## src/pkg/sffr_defines.vh

```
// Purpose: constants for the frame information structure framer
// Assumes: dwords carry byte 0 in bits 7:0; one 100 MHz core clock
// Notes:   included by bare name from hdl/ files
//
// Behaviour
// - host register frame: type 27h, command 23:16, features 31:24, update bit 15.
// - 48-bit form: dwords 1..3 carry address, expanded bytes, counts; dword 4 zero.
// - data frame header is type 48h in low byte, rest zero, payload follows.
// - data payload holds 1 to 2048 dwords; otherwise the frame is malformed.
// - PIO setup: 34h, status, error, ending status, counts, transfer count dword 4.
// - geometry PIO setup: dword 1 device/head and cylinder/sector bytes, dword 2 zero.
// - DMA activate is one dword, type 39h, all other bits zero.
// - queued first-party DMA commands get a DMA setup frame for the chosen tag.
// - queued first-party DMA results are reported with a set-device-bits frame.
// - shared power pin: device shows activity; host may signal spin-up disable.
// - device byte bit 6 set selects linear addressing, clear selects geometry.
// - zero sector count means 256 (28-bit) or 65,536 (48-bit) sectors.
`ifndef SFFR_DEFINES_VH
`define SFFR_DEFINES_VH

// ==================================================
// frame type codes
`define SFFR_TYPE_H2D_REG  8'h27
`define SFFR_TYPE_D2H_REG  8'h34
`define SFFR_TYPE_PIO      8'h34
`define SFFR_TYPE_DMA_ACT  8'h39
`define SFFR_TYPE_DMA_SET  8'h41
`define SFFR_TYPE_SDB      8'hA1
`define SFFR_TYPE_DATA     8'h48

// ==================================================
// field positions
`define SFFR_UPDATE_BIT    15
`define SFFR_IRQ_BIT       14
`define SFFR_DIR_BIT       13
`define SFFR_LBA_MODE_BIT  6

// ==================================================
// transmit frame kinds
`define SFFR_KIND_D2H      3'h0
`define SFFR_KIND_PIO      3'h1
`define SFFR_KIND_DMA_ACT  3'h2
`define SFFR_KIND_DMA_SET  3'h3
`define SFFR_KIND_SDB      3'h4
`define SFFR_KIND_DATA     3'h5

// ==================================================
// sizes and counts
`define SFFR_REG_LAST_IDX  3'h4
`define SFFR_PAY_MAX       12'h800
`define SFFR_SECT_28       17'h00100
`define SFFR_SECT_48       17'h10000

`endif

```

## src/hdl/sffr_framer.v

```verilog
// Purpose: builds device-to-host frames and parses host-to-device frames
// Assumes: link layer moves whole dwords; CRC and scrambling live elsewhere
// Notes:   transmit field inputs must hold steady while o_tx_busy is high
`timescale 1ns/1ns
`include "sffr_defines.vh"
module sffr_framer (
  input  wire        i_core_clk,
  input  wire        i_arst_n,
  // receive link side
  input  wire        i_rx_valid,
  input  wire [31:0] i_rx_data,
  input  wire        i_rx_last,
  output wire        o_rx_ready,
  // received payload to the data path
  output wire        o_rx_pay_valid,
  output wire [31:0] o_rx_pay_data,
  output wire        o_rx_pay_last,
  input  wire        i_rx_pay_ready,
  output reg         o_rx_bad,
  // decoded host command
  output reg         o_cmd_valid,
  output reg  [7:0]  o_cmd_code,
  output reg  [15:0] o_cmd_features,
  output reg         o_cmd_update,
  output reg  [7:0]  o_cmd_device,
  output reg  [47:0] o_cmd_lba,
  output reg  [15:0] o_cmd_count,
  output reg  [7:0]  o_cmd_control,
  output wire        o_cmd_linear,
  input  wire        i_cmd_ext,
  output wire [16:0] o_cmd_sectors,
  // transmit request
  input  wire        i_tx_req,
  input  wire [2:0]  i_tx_kind,
  output reg         o_tx_ack,
  output wire        o_tx_busy,
  input  wire [7:0]  i_tx_status,
  input  wire [7:0]  i_tx_error,
  input  wire [7:0]  i_tx_end_status,
  input  wire [7:0]  i_tx_device,
  input  wire [47:0] i_tx_lba,
  input  wire [15:0] i_tx_count,
  input  wire [15:0] i_tx_xfer_count,
  input  wire        i_tx_irq,
  input  wire        i_tx_dir,
  input  wire [4:0]  i_tx_tag,
  input  wire [31:0] i_tx_dma_offset,
  input  wire [31:0] i_tx_dma_count,
  input  wire [31:0] i_tx_done_tags,
  // transmit payload source
  input  wire        i_tx_pay_valid,
  input  wire [31:0] i_tx_pay_data,
  input  wire        i_tx_pay_last,
  output wire        o_tx_pay_ready,
  output reg         o_tx_len_err,
  // transmit link side
  output wire        o_tx_valid,
  output wire [31:0] o_tx_data,
  output wire        o_tx_last,
  input  wire        i_tx_ready,
  // shared power-segment pin
  input  wire        i_activity,
  input  wire        i_act_pin_i,
  output wire        o_act_pin_o,
  output wire        o_act_pin_oe,
  output reg         o_spinup_disabled
);
  localparam RX_IDLE = 2'h0;
  localparam RX_REG  = 2'h1;
  localparam RX_PAY  = 2'h2;
  localparam RX_SKIP = 2'h3;
  localparam TX_IDLE = 2'h0;
  localparam TX_HDR  = 2'h1;
  localparam TX_PAY  = 2'h2;

  function [2:0] last_idx;
    input [2:0] kind;
    begin
      case (kind)
        `SFFR_KIND_D2H:     last_idx = 3'h4;
        `SFFR_KIND_PIO:     last_idx = 3'h4;
        `SFFR_KIND_DMA_SET: last_idx = 3'h6;
        `SFFR_KIND_SDB:     last_idx = 3'h1;
        default:            last_idx = 3'h0;
      endcase
    end
  endfunction

  function [16:0] sector_total;
    input [15:0] count;
    input        ext;
    begin
      if (count != 16'h0000) begin
        sector_total = {1'b0, count};
      end else if (ext) begin
        sector_total = `SFFR_SECT_48;
      end else begin
        sector_total = `SFFR_SECT_28;
      end
    end
  endfunction

  // ==================================================
  // receive parser
  reg  [1:0]  rx_state;
  reg  [2:0]  rx_idx;
  reg  [11:0] rx_pay_cnt;
  wire        rx_buf_ready;
  wire        rx_take;
  wire        rx_pay_push;
  wire [11:0] rx_cnt_next;

  assign o_rx_ready    = (rx_state == RX_PAY) ? rx_buf_ready : 1'b1;
  assign rx_take       = i_rx_valid && o_rx_ready;
  assign rx_pay_push   = i_rx_valid && (rx_state == RX_PAY);
  assign rx_cnt_next   = (rx_pay_cnt == 12'hFFF) ? rx_pay_cnt : rx_pay_cnt + 12'h001;
  assign o_cmd_linear  = o_cmd_device[`SFFR_LBA_MODE_BIT];
  assign o_cmd_sectors = sector_total(o_cmd_count, i_cmd_ext);

  always @(posedge i_core_clk or negedge i_arst_n) begin
    if (!i_arst_n) begin
      rx_state       <= RX_IDLE;
      rx_idx         <= 3'h0;
      rx_pay_cnt     <= 12'h000;
      o_rx_bad       <= 1'b0;
      o_cmd_valid    <= 1'b0;
      o_cmd_code     <= 8'h00;
      o_cmd_features <= 16'h0000;
      o_cmd_update   <= 1'b0;
      o_cmd_device   <= 8'h00;
      o_cmd_lba      <= 48'h000000000000;
      o_cmd_count    <= 16'h0000;
      o_cmd_control  <= 8'h00;
    end else begin
      o_rx_bad    <= 1'b0;
      o_cmd_valid <= 1'b0;
      if (rx_take) begin
        case (rx_state)
          RX_IDLE: begin
            rx_idx     <= 3'h1;
            rx_pay_cnt <= 12'h000;
            if (i_rx_data[7:0] == `SFFR_TYPE_H2D_REG) begin
              o_cmd_code          <= i_rx_data[23:16];
              o_cmd_features[7:0] <= i_rx_data[31:24];
              o_cmd_update        <= i_rx_data[`SFFR_UPDATE_BIT];
              o_rx_bad            <= i_rx_last;
              rx_state            <= i_rx_last ? RX_IDLE : RX_REG;
            end else if (i_rx_data[7:0] == `SFFR_TYPE_DATA) begin
              o_rx_bad <= i_rx_last;
              rx_state <= i_rx_last ? RX_IDLE : RX_PAY;
            end else begin
              rx_state <= i_rx_last ? RX_IDLE : RX_SKIP;
            end
          end
          RX_REG: begin
            case (rx_idx)
              3'h1: begin
                o_cmd_device     <= i_rx_data[31:24];
                o_cmd_lba[23:0]  <= i_rx_data[23:0];
              end
              3'h2: begin
                o_cmd_features[15:8] <= i_rx_data[31:24];
                o_cmd_lba[47:24]     <= i_rx_data[23:0];
              end
              3'h3: begin
                o_cmd_control <= i_rx_data[31:24];
                o_cmd_count   <= i_rx_data[15:0];
              end
              default: begin
                o_cmd_control <= o_cmd_control;
              end
            endcase
            if (rx_idx != 3'h7) begin
              rx_idx <= rx_idx + 3'h1;
            end
            if (i_rx_last) begin
              rx_state    <= RX_IDLE;
              o_cmd_valid <= (rx_idx == `SFFR_REG_LAST_IDX);
              o_rx_bad    <= (rx_idx != `SFFR_REG_LAST_IDX);
            end
          end
          RX_PAY: begin
            rx_pay_cnt <= rx_cnt_next;
            if (i_rx_last) begin
              rx_state <= RX_IDLE;
              o_rx_bad <= (rx_cnt_next > `SFFR_PAY_MAX);
            end
          end
          default: begin
            if (i_rx_last) begin
              rx_state <= RX_IDLE;
            end
          end
        endcase
      end
    end
  end

  sffr_pair_buf u_rx_buf (
    .i_core_clk  (i_core_clk),
    .i_arst_n    (i_arst_n),
    .i_in_valid  (rx_pay_push),
    .i_in_data   ({i_rx_last, i_rx_data}),
    .o_in_ready  (rx_buf_ready),
    .o_out_valid (o_rx_pay_valid),
    .o_out_data  ({o_rx_pay_last, o_rx_pay_data}),
    .i_out_ready (i_rx_pay_ready)
  );

  // ==================================================
  // transmit builder
  reg  [1:0]  tx_state;
  reg  [2:0]  tx_kind;
  reg  [2:0]  tx_idx;
  reg  [11:0] tx_pay_cnt;
  reg  [31:0] hdr_word;
  wire        tx_buf_ready;
  wire        hdr_push;
  wire        hdr_last;
  wire        pay_push;
  wire        pay_cap;
  wire        in_valid;
  wire [32:0] in_data;

  assign o_tx_busy      = (tx_state != TX_IDLE);
  assign hdr_push       = (tx_state == TX_HDR) && tx_buf_ready;
  assign hdr_last       = (tx_idx == last_idx(tx_kind)) && (tx_kind != `SFFR_KIND_DATA);
  assign o_tx_pay_ready = (tx_state == TX_PAY) && tx_buf_ready;
  assign pay_push       = i_tx_pay_valid && o_tx_pay_ready;
  // cap the payload so an overlong source cannot emit a malformed frame
  assign pay_cap        = (tx_pay_cnt == `SFFR_PAY_MAX - 12'h001);
  assign in_valid       = (tx_state == TX_HDR) || ((tx_state == TX_PAY) && i_tx_pay_valid);
  assign in_data        = (tx_state == TX_HDR) ? {hdr_last, hdr_word}
                          : {i_tx_pay_last || pay_cap, i_tx_pay_data};

  // all unlisted bits stay zero
  always @* begin
    hdr_word = 32'h00000000;
    case (tx_kind)
      `SFFR_KIND_D2H: begin
        case (tx_idx)
          3'h0: hdr_word = {i_tx_error, i_tx_status, 1'b0, i_tx_irq, 6'h00, `SFFR_TYPE_D2H_REG};
          3'h1: hdr_word = {i_tx_device, i_tx_lba[23:0]};
          3'h2: hdr_word = {8'h00, i_tx_lba[47:24]};
          3'h3: hdr_word = {16'h0000, i_tx_count};
          default: hdr_word = 32'h00000000;
        endcase
      end
      `SFFR_KIND_PIO: begin
        case (tx_idx)
          3'h0: hdr_word = {i_tx_error, i_tx_status, 1'b0, i_tx_irq, i_tx_dir, 5'h00,
                            `SFFR_TYPE_PIO};
          3'h1: hdr_word = {i_tx_device, i_tx_lba[23:0]};
          3'h2: hdr_word = i_tx_device[`SFFR_LBA_MODE_BIT] ? {8'h00, i_tx_lba[47:24]}
                           : 32'h00000000;
          3'h3: hdr_word = {i_tx_end_status, 8'h00, i_tx_count};
          3'h4: hdr_word = {16'h0000, i_tx_xfer_count};
          default: hdr_word = 32'h00000000;
        endcase
      end
      `SFFR_KIND_DMA_ACT: begin
        hdr_word = {24'h000000, `SFFR_TYPE_DMA_ACT};
      end
      `SFFR_KIND_DMA_SET: begin
        case (tx_idx)
          3'h0: hdr_word = {16'h0000, 1'b0, i_tx_irq, i_tx_dir, 5'h00, `SFFR_TYPE_DMA_SET};
          3'h1: hdr_word = {27'h0000000, i_tx_tag};
          3'h4: hdr_word = i_tx_dma_offset;
          3'h5: hdr_word = i_tx_dma_count;
          default: hdr_word = 32'h00000000;
        endcase
      end
      `SFFR_KIND_SDB: begin
        if (tx_idx == 3'h0) begin
          hdr_word = {i_tx_error, i_tx_status, 1'b0, i_tx_irq, 6'h00, `SFFR_TYPE_SDB};
        end else begin
          hdr_word = i_tx_done_tags;
        end
      end
      `SFFR_KIND_DATA: begin
        hdr_word = {24'h000000, `SFFR_TYPE_DATA};
      end
      default: begin
        hdr_word = 32'h00000000;
      end
    endcase
  end

  always @(posedge i_core_clk or negedge i_arst_n) begin
    if (!i_arst_n) begin
      tx_state     <= TX_IDLE;
      tx_kind      <= `SFFR_KIND_D2H;
      tx_idx       <= 3'h0;
      tx_pay_cnt   <= 12'h000;
      o_tx_ack     <= 1'b0;
      o_tx_len_err <= 1'b0;
    end else begin
      o_tx_ack     <= 1'b0;
      o_tx_len_err <= 1'b0;
      case (tx_state)
        TX_IDLE: begin
          if (i_tx_req && (i_tx_kind <= `SFFR_KIND_DATA)) begin
            tx_kind    <= i_tx_kind;
            tx_idx     <= 3'h0;
            tx_pay_cnt <= 12'h000;
            o_tx_ack   <= 1'b1;
            tx_state   <= TX_HDR;
          end
        end
        TX_HDR: begin
          if (hdr_push) begin
            tx_idx <= tx_idx + 3'h1;
            if (tx_kind == `SFFR_KIND_DATA) begin
              tx_state <= TX_PAY;
            end else if (hdr_last) begin
              tx_state <= TX_IDLE;
            end
          end
        end
        TX_PAY: begin
          if (pay_push) begin
            tx_pay_cnt <= tx_pay_cnt + 12'h001;
            if (i_tx_pay_last || pay_cap) begin
              tx_state     <= TX_IDLE;
              o_tx_len_err <= pay_cap && !i_tx_pay_last;
            end
          end
        end
        default: begin
          tx_state <= TX_IDLE;
        end
      endcase
    end
  end

  sffr_pair_buf u_tx_buf (
    .i_core_clk  (i_core_clk),
    .i_arst_n    (i_arst_n),
    .i_in_valid  (in_valid),
    .i_in_data   (in_data),
    .o_in_ready  (tx_buf_ready),
    .o_out_valid (o_tx_valid),
    .o_out_data  ({o_tx_last, o_tx_data}),
    .i_out_ready (i_tx_ready)
  );

  // ==================================================
  // shared power-segment pin
  reg strap_done;

  // open drain: pulled low while active, released otherwise
  assign o_act_pin_o  = 1'b0;
  assign o_act_pin_oe = i_activity && strap_done;

  // strap is caught on the first clock after reset, before any drive
  always @(posedge i_core_clk or negedge i_arst_n) begin
    if (!i_arst_n) begin
      strap_done        <= 1'b0;
      o_spinup_disabled <= 1'b0;
    end else if (!strap_done) begin
      strap_done        <= 1'b1;
      o_spinup_disabled <= !i_act_pin_i;
    end
  end
endmodule

```

## src/hdl/sffr_pair_buf.v

```verilog
// Purpose: two-entry buffer with valid/ready on both sides
// Assumes: single clock, asynchronous active-low reset
// Notes:   full registered outputs; a stall downstream loses no word
`timescale 1ns/1ns
module sffr_pair_buf (
  input  wire        i_core_clk,
  input  wire        i_arst_n,
  input  wire        i_in_valid,
  input  wire [32:0] i_in_data,
  output wire        o_in_ready,
  output wire        o_out_valid,
  output wire [32:0] o_out_data,
  input  wire        i_out_ready
);
  reg [32:0] slot0;
  reg [32:0] slot1;
  reg [1:0]  fill;
  wire       push;
  wire       pop;

  assign o_in_ready  = (fill != 2'h2);
  assign o_out_valid = (fill != 2'h0);
  assign o_out_data  = slot0;
  assign push        = i_in_valid && o_in_ready;
  assign pop         = o_out_valid && i_out_ready;

  always @(posedge i_core_clk or negedge i_arst_n) begin
    if (!i_arst_n) begin
      slot0 <= 33'h000000000;
      slot1 <= 33'h000000000;
      fill  <= 2'h0;
    end else begin
      case ({push, pop})
        2'b10: begin
          if (fill == 2'h0) begin
            slot0 <= i_in_data;
          end else begin
            slot1 <= i_in_data;
          end
          fill <= fill + 2'h1;
        end
        2'b01: begin
          slot0 <= slot1;
          fill  <= fill - 2'h1;
        end
        2'b11: begin
          if (fill == 2'h1) begin
            slot0 <= i_in_data;
          end else begin
            slot0 <= slot1;
            slot1 <= i_in_data;
          end
        end
        default: begin
          fill <= fill;
        end
      endcase
    end
  end
endmodule

```

## config.mk

```make
export PLATFORM = sky130hd
export DESIGN_NAME = sffr_framer
export DESIGN_NICKNAME = d
export VERILOG_FILES = /design/src/hdl/sffr_framer.v /design/src/hdl/sffr_pair_buf.v
export VERILOG_INCLUDE_DIRS = /design/src /design/src/pkg
export SDC_FILE = /design/constraint.sdc
export NUM_CORES = 1
export LEC_CHECK = 0
export BUFFER_PORTS_ARGS = -buffer_cell sky130_fd_sc_hd__buf_2
export CAP_MARGIN = 20
export CORE_UTILIZATION = 32
export DETAILED_ROUTE_END_ITERATION = 8
export PLACE_DENSITY_LB_ADDON = 0.1
export SETUP_SLACK_MARGIN = 0.4
export SYNTH_ARGS = -nofsm -noshare
export SYNTH_HDL_FRONTEND = slang
export SYNTH_HIERARCHICAL = 1
export SYNTH_SLANG_ARGS = --single-unit
export TNS_END_PERCENT = 10
```

## constraint.sdc

```tcl
create_clock -name i_core_clk -period 3.45 [get_ports i_core_clk]
set_clock_uncertainty 0.2 [all_clocks]
set_input_delay 1.035 -clock i_core_clk [delete_from_list [all_inputs] [get_ports i_core_clk]]
set_output_delay 1.035 -clock i_core_clk [all_outputs]
set_load 0.01 [all_outputs]
```

==> results of run 1 <==
state kept, by name, summed over array words and instances, names as in the netlist, 12 cells and up:
name                 cells
o_cmd_count             16
u_rx_buf/o_out_data     33
u_tx_buf/o_out_data     33
u_rx_buf/slot1          33
u_tx_buf/slot1          33
tx_pay_cnt              12
rx_pay_cnt              12
o_cmd_lba               48
o_cmd_features          16
per-layer routing:
layer	wire [um]	GRT usage	vias up
met5	13	0	-
met3	3430	0.0455	87
met4	1730	0.0781	2
met1	23500	0.286	6892
li1	-	-	6350
met2	28200	0.390	530
worst register-to-register path, stage by stage (launching register included):
cell and delay, ns:
dfrtp_1 0.45, inv_1 0.15, ha_1 0.21, buf_4 0.21
inv_1 0.08, a2bb2oi_1 0.23, o21ai_2 0.07, buf_4 0.22
o2111a_1 0.29, o21ai_1 0.38, o21ai_0 0.18, a31oi_1 0.19
synthesized netlist by cell type, types with 3 or more instances:
cell type,count
o21ai_1,25
nor3_1,77
a22o_1,24
inv_2,3
mux2i_1,16
a31oi_1,81
a221o_1,4
nand3_1,16
o21ai_0,84
ha_1,31
o22ai_1,4
a21o_1,3
nor4b_1,3
and3_1,5
inv_1,26
nor4_1,14
o211ai_1,67
a222oi_1,29
clkbuf_1,59
mux2_1,9
buf_4,11
o22a_1,9
nand2_1,95
and3b_1,3
nor2_1,38
nand4_1,8
o2bb2ai_1,7
xnor2_1,16
a211oi_1,6
buf_6,20
mux2_2,170
and4b_1,3
dfrtp_1,284
a22oi_1,19
o221a_2,9
nand2b_1,17
o2111a_1,9
and2_1,11
nor2b_1,10
and4_1,5
a21oi_1,19
a2111oi_0,3
buf_2,56
worst max-delay path by stage:
stage | from | end | cells after the start
6_report | o_cmd_count[7] | o_cmd_sectors[8] | 5
5_1_grt | o_cmd_count[8] | o_cmd_sectors[8] | 5
4_1_cts | o_cmd_count[7] | o_cmd_sectors[8] | 5
3_5_place_dp | i_tx_device[6] | u_tx_buf/slot1[13] | 7
3_3_place_gp | i_tx_device[6] | u_tx_buf/slot1[13] | 7
2_1_floorplan | i_rx_pay_ready | u_rx_buf/slot1[15] | 11
power by group through the flow:
stage	Combinational, uW	Sequential, uW	Clock (uW)
floorplan	5140	5780	0
global placement	8390	5560	0
detailed placement	8450	5610	0
CTS	8550	5570	3810
global route	9190	5760	3950
finish	8490	5570	3700
timing repair:
| item | 4_1_cts | 5_1_grt |
|---|---|---|
| setup endpoints to repair | 2 | 32 |
| resized for setup | 6 | 6 |
| pin swaps | 3 | 0 |
| setup buffers | 4 | 0 |
layout make-up:
type | count | area share
Tap cell | 607 | 0.0387
Antenna cell | 4 | 0.000510
Timing Repair Buffer | 562 | 0.157
Multi-Input combinational cell | 989 | 0.378
Sequential cell | 284 | 0.362
Inverter | 29 | 0.00555
Clock inverter | 10 | 0.00714
Clock buffer | 51 | 0.0513
metrics by stage:
stage / cell area, um^2 / power (uW) / hold WS [ns]
after floorplan: 15400 / 10900 / 0.248
after global placement: 18400 / 13900 / 0.267
after detailed placement: 18400 / 14100 / 0.277
after CTS: 19600 / 17900 / 0.289
after global routing: 19600 / 18900 / 0.306
final: 19600 / 17800 / 0.285
logic make-up (layout without fill, tap and decap cells):
logic type,count (synthesis),count (layout),synth area share
multiplexers,195,195,0.141
XOR/XNOR,17,17,0.00968
AO/OA/AOI/OAI,424,424,0.195
adder cells (fa/ha/maj),31,31,0.0252
other,2,6,0.000488
buffers and inverters,175,652,0.0597
AND/OR/NAND/NOR,320,320,0.106
flip-flops,284,284,0.462
==> results by group, run 1 <==
Run status
  • Status: finished, final reports clean

Yosys
  • Mapped Area: between 0.015 and 0.02 mm^2
  • Top_reg_cell synth: dfrtp_1
  • Number of synthesized flops with an enable pin: 0
  • Synthesis warning total: 6
  • Cell taking the most area after synthesis: dfrtp_1
  • Seq/Total Area, Yosys: 0.462
  • Synth Instances: roughly 1.4k
  • Synth async-reset ratio: 1.00
  • Syn Area/Cell: 10.6 um^2
  • Yosys reg bits: 284
  • Area share of the largest cell type after synthesis: 0.462
  • Post-synth cell types: 72
  • Largest cells by area after synthesis: dfrtp_1 46%, mux2_2 12%, a31oi_1 3.3%
  • Mapped Nets: 1773

Clock tree
  • H-tree levels: 2
  • Hold buffers post-CTS: 0
  • Clock-pin slew on the worst setup and hold paths: approximately 0.06 ns
  • Number of buffers created by CTS: 35
  • Clk sinks: between 200 and 300
  • Worst-Skew Late Latency: approximately 0.54 ns
  • TritonCTS clock tree: yes
  • Root Buffer: clkbuf_16
  • Longest Clk Path Bufs: 3

Run
  • Max Cap Violations: 0

Min path
  • Hold Crit Depth: 1
  • Worst hold-check path type: flip-flop to flip-flop
  • WHS Endpoint: o_cmd_lba[28]
  • Min-Delay Startpoint: o_cmd_lba[28]

Detailed routing
  • Antenna Nets Post-Route: 0
  • Routed WL: 56900 um
  • 1st-pass router iterations: 9
  • Drt wl/cell: 22.4 um
  • First-iteration detailed-routing DRC count: 894
  • Vias: 13.9k
  • Residual DRC count: 0
  • Vias/cell: 5.47

STA
  • Part of the cycle the worst path needs: 0.872
  • Achievable frequency: ~0.33 GHz
  • RSZ-0062 raised after global routing: true
  • Final WS setup: around 0.44 ns
  • Fin. Hold Viols: 0
  • Relative slew slack: 0.528
  • Setup violators final: 0
  • Crit path time final: 3.01 ns
  • Slew of the pin with the lowest slew margin: around 0.71 ns
  • TNS Setup: 0 ns
  • Fin. max-slew vios: 0

Critical path
  • Slowest cell on the critical path: dfrtp_1
  • Reg-to-reg endpoint: u_tx_buf/o_out_data[3]
  • Worst path max stage delay: 0.41 ns
  • Startpoint types: flip-flop
  • R2R setup slack: 0.51 ns
  • CP arrival: 1.77 ns
  • Buffers & Inverters on Critical Path: 1
  • CP endpoint kind: primary output
  • WP data required: 2.21 ns
  • Worst-path fanout max: 2
  • Critical-path cell list: nor4_4 -> nand4_1 -> nor2_1 -> a21oi_1 -> buf_2
  • Reg2reg start: tx_idx[0]
  • Reg2Reg Depth: 11
  • CP top delay family: simple AND/OR/NAND/NOR gates
  • Crit Path Class: flip-flop to primary output

Global routing
  • Largest net degree at the start of global routing: 80
  • GRT overflow: 0
  • Vias in the first global route: 13.8k
  • First-pass GRT wire length: between 80000 and 90000 um
  • Initial antenna violation count: 5
  • GRT Resource Usage Total: 0.228

Floorplan
  • Die area: just under 0.05 mm^2
  • Cell row count: 79
  • Ports: between 400 and 500
  • Die H: 221 um
  • Die W: 221 um
  • Starting density of the core: 0.328
  • Core area: 0.0470 mm^2

Placement
  • Post-DP HPWL: 42500 um
  • GPL Wtd Cong: 0.909
  • Placed Instances: 2467
  • I/O Buffers: 493
  • Pre-CTS setup slack: 0.303 ns

Pwr
  • Flop pwr share: 0.314
  • PwrDens: slightly above 900 mW/mm^2
  • Internal power: 10600 uW
  • Sw Share: 0.404
  • Standby leakage power: between 0.009 and 0.01 uW
  • Switch Pwr: 7180 uW
  • Power share of the combinational group: 0.478
  • Clock share of power: 0.208
  • Peak VDD IR: 393 uV

Cells and area
  • FILL cells: between 4k and 5k
  • Net count, final: 2226
  • Multi-input logic area: 0.00742 mm^2
  • Most common cell after layout, fill and taps aside: buf_2
  • Most frequent cells in the layout: 492 x buf_2, 283 x dfrtp_1, 170 x mux2_2, 95 x nand2_1, 84 x o21ai_0
  • Area growth from synthesis to layout: 27.6%
  • Reg area: 0.00711 mm^2
  • Final core utilization: 0.418
  • Layout cells sized above 1: 0.425
  • Finished Layout Cells: 2536
Power figures use the tool's default switching activity.
==> run 2, diff against run 1 <==
==> constraint.sdc (replaced) <==
create_clock -name i_core_clk -period 3.45 [get_ports i_core_clk]
set_clock_uncertainty 0.2 [all_clocks]
set_input_delay 0.345 -clock i_core_clk [delete_from_list [all_inputs] [get_ports i_core_clk]]
set_output_delay 0.345 -clock i_core_clk [all_outputs]
set_load 0.01 [all_outputs]
==> results by group, run 2 (synthesized netlist as in run 1, its figures left out) <==
Cells and area
  • Area growth from synthesis to layout: 30.3%
  • Number of flip-flops under the largest register name: 48
  • Layout cells sized above 1: 0.415
  • Most frequent cells in the layout: 492 x buf_2, 284 x dfrtp_1, 170 x mux2_2, 95 x nand2_1, 84 x o21ai_0
  • Largest register by flop count: o_cmd_lba
  • Most common cell after layout, fill and taps aside: buf_2
  • FILL cells: 4632
  • Net count, final: 2259
  • Final core utilization: 0.427

Detailed routing
  • Vias: 14.0k
  • First-iteration detailed-routing DRC count: between 1k and 1.5k
  • Drt wl/cell: 22.8 um
  • Vias/cell: ~5.4
  • Routed WL: 58500 um
  • Residual DRC count: 0
  • 1st-pass router iterations: 7
  • Antenna Nets Post-Route: 0

STA
  • Relative slew slack: 0.427
  • Slew of the pin with the lowest slew margin: 0.859 ns
  • Fin. max-slew vios: 0
  • Setup violators final: 0
  • RSZ-0062 raised after global routing: true
  • Fin. Hold Viols: 0
  • Achievable frequency: 0.336 GHz
  • Part of the cycle the worst path needs: 0.863
  • TNS Setup: 0 ns
  • Crit path time final: 2.98 ns
  • Final hold slack: 0.0353 ns

Critical path
  • Critical-path cell list: nor3_1 -> o211a_2 -> a221o_1 -> a2111oi_2 -> buf_4 -> o21ai_1 -> mux2_2
  • CP arrival: 3.18 ns
  • WP data required: 3.66 ns
  • Slowest cell on the critical path: dfrtp_1
  • CP endpoint kind: flip-flop
  • Worst-path fanout max: 24
  • Crit Path Class: flip-flop to flip-flop
  • Startpoint types: flip-flop
  • Worst path max stage delay: 0.62 ns

Clock tree
  • TritonCTS clock tree: yes
  • Number of buffers created by CTS: 36
  • Clk sinks: approximately 280
  • Longest Clk Path Bufs: 3
  • Clock-pin slew on the worst setup and hold paths: roughly 0.05 ns
  • H-tree levels: 2
  • Root Buffer: clkbuf_16
  • Worst-Skew Late Latency: approximately 0.54 ns

Floorplan
  • Cell row count: ~80
  • Die area: 0.0489 mm^2
  • Ports: 495
  • Die W: 221 um
  • Core area: 0.0470 mm^2
  • Die H: 221 um
  • Starting density of the core: 0.328

Pwr
  • PwrDens: 892 mW/mm^2
  • Peak VDD IR: 413 uV
  • Standby leakage power: between 0.009 and 0.01 uW

Placement
  • Post-DP HPWL: approximately 43000 um
  • GPL Wtd Cong: ~0.87
  • I/O Buffers: 493

Run status
  • Status: finished, final reports clean

Global routing
  • First-pass GRT wire length: 87700 um
  • Largest net degree at the start of global routing: 100
  • Vias in the first global route: 14.1k
  • GRT overflow: 0
  • GRT Resource Usage Total: 0.231
  • Initial antenna violation count: 4

Min path
  • Worst hold-check path type: primary input to flip-flop

Run
  • Max Cap Violations: 0
## run 2: changes by cell type in the layout (fill, tap and decap cells not counted), moves of 2 or more
cell           previous run  this run
dlygate4sd3_1             0        46
buf_4                    62        48
clkbuf_1                 10         5
clkbuf_8                  5         8
nor4_1                   11        14
clkinvlp_4                0         2
nor4_4                    2         0
## run 2: critical path: cells and delay by family, from the launching register on
kind | cells | cell delay [ns]
flip-flops | 1 | 0.62
AND/OR/NAND/NOR | 1 | 0.11
buffers and inverters | 1 | 0.20
AO/OA/AOI/OAI | 4 | 1.44
multiplexers | 1 | 0.27
## run 2: layer usage
metal  up-vias  GRT usage  part of all wire
met4         2     0.0927             0.033
li1       6433          -                 -
met3        88     0.0360             0.048
met1      6964      0.296              0.43
met5         -          0           0.00014
met2       499      0.389              0.49
## run 2: report_power, final
part / total (uW) / switching, uW / internal (uW)
sequential: 5550 / 856 / 4690
clock: 3800 / 1500 / 2300
combinational: 8540 / 4950 / 3590
total: 17900 / 7310 / 10600
## run 2: layout make-up
cell class	count	area, um^2	share of cell area
sequential	284	7110	0.355
timing repair buffer	594	3440	0.172
clock buffer	50	1050	0.0526
inverter	29	109	0.00543
clock inverter	13	160	0.00799
tap	607	759	0.0379
multi-input combinational	989	7410	0.370
antenna	3	7.51	0.000375
## run 2: repair_timing
action / in CTS / in global routing
gates resized for setup: 4 / 8
hold buffers: 46 / 0
endpoints found under the hold margin: 271 / 0
pin swaps: 1 / 0
setup endpoints to repair: 43 / 88
setup buffers: 2 / 0
## run 2: final timing paths
| kind | start | end | slack, ns | cells past startpoint |
|---|---|---|---|---|
| worst max-delay path | tx_kind[2] | u_tx_buf/slot1[14] | 0.47 | 7 |
| min in group asynchronous | i_arst_n | o_cmd_count[11] | 0.25 | 2 |
| worst min register to register | strap_done | o_spinup_disabled | 0.27 | 1 |
| worst max register to register | tx_kind[2] | u_tx_buf/slot1[14] | 0.47 | 7 |
| max in group asynchronous | i_arst_n | rx_pay_cnt[3] | 1.95 | 3 |
| worst min-delay path | i_tx_pay_data[13] | u_tx_buf/slot1[13] | 0.04 | 4 |
## run 2: stage by stage
stage	total power, uW	area [um^2]	instances	setup slack (ns)
after floorplan	10900	15400	1448	0.734
after global placement	14000	18300	2455	0.169
after detailed placement	14100	18300	2455	0.0739
after CTS	18000	20000	2566	0.322
after global routing	19000	20000	2569	0.284
final	17900	20000	2569	0.473
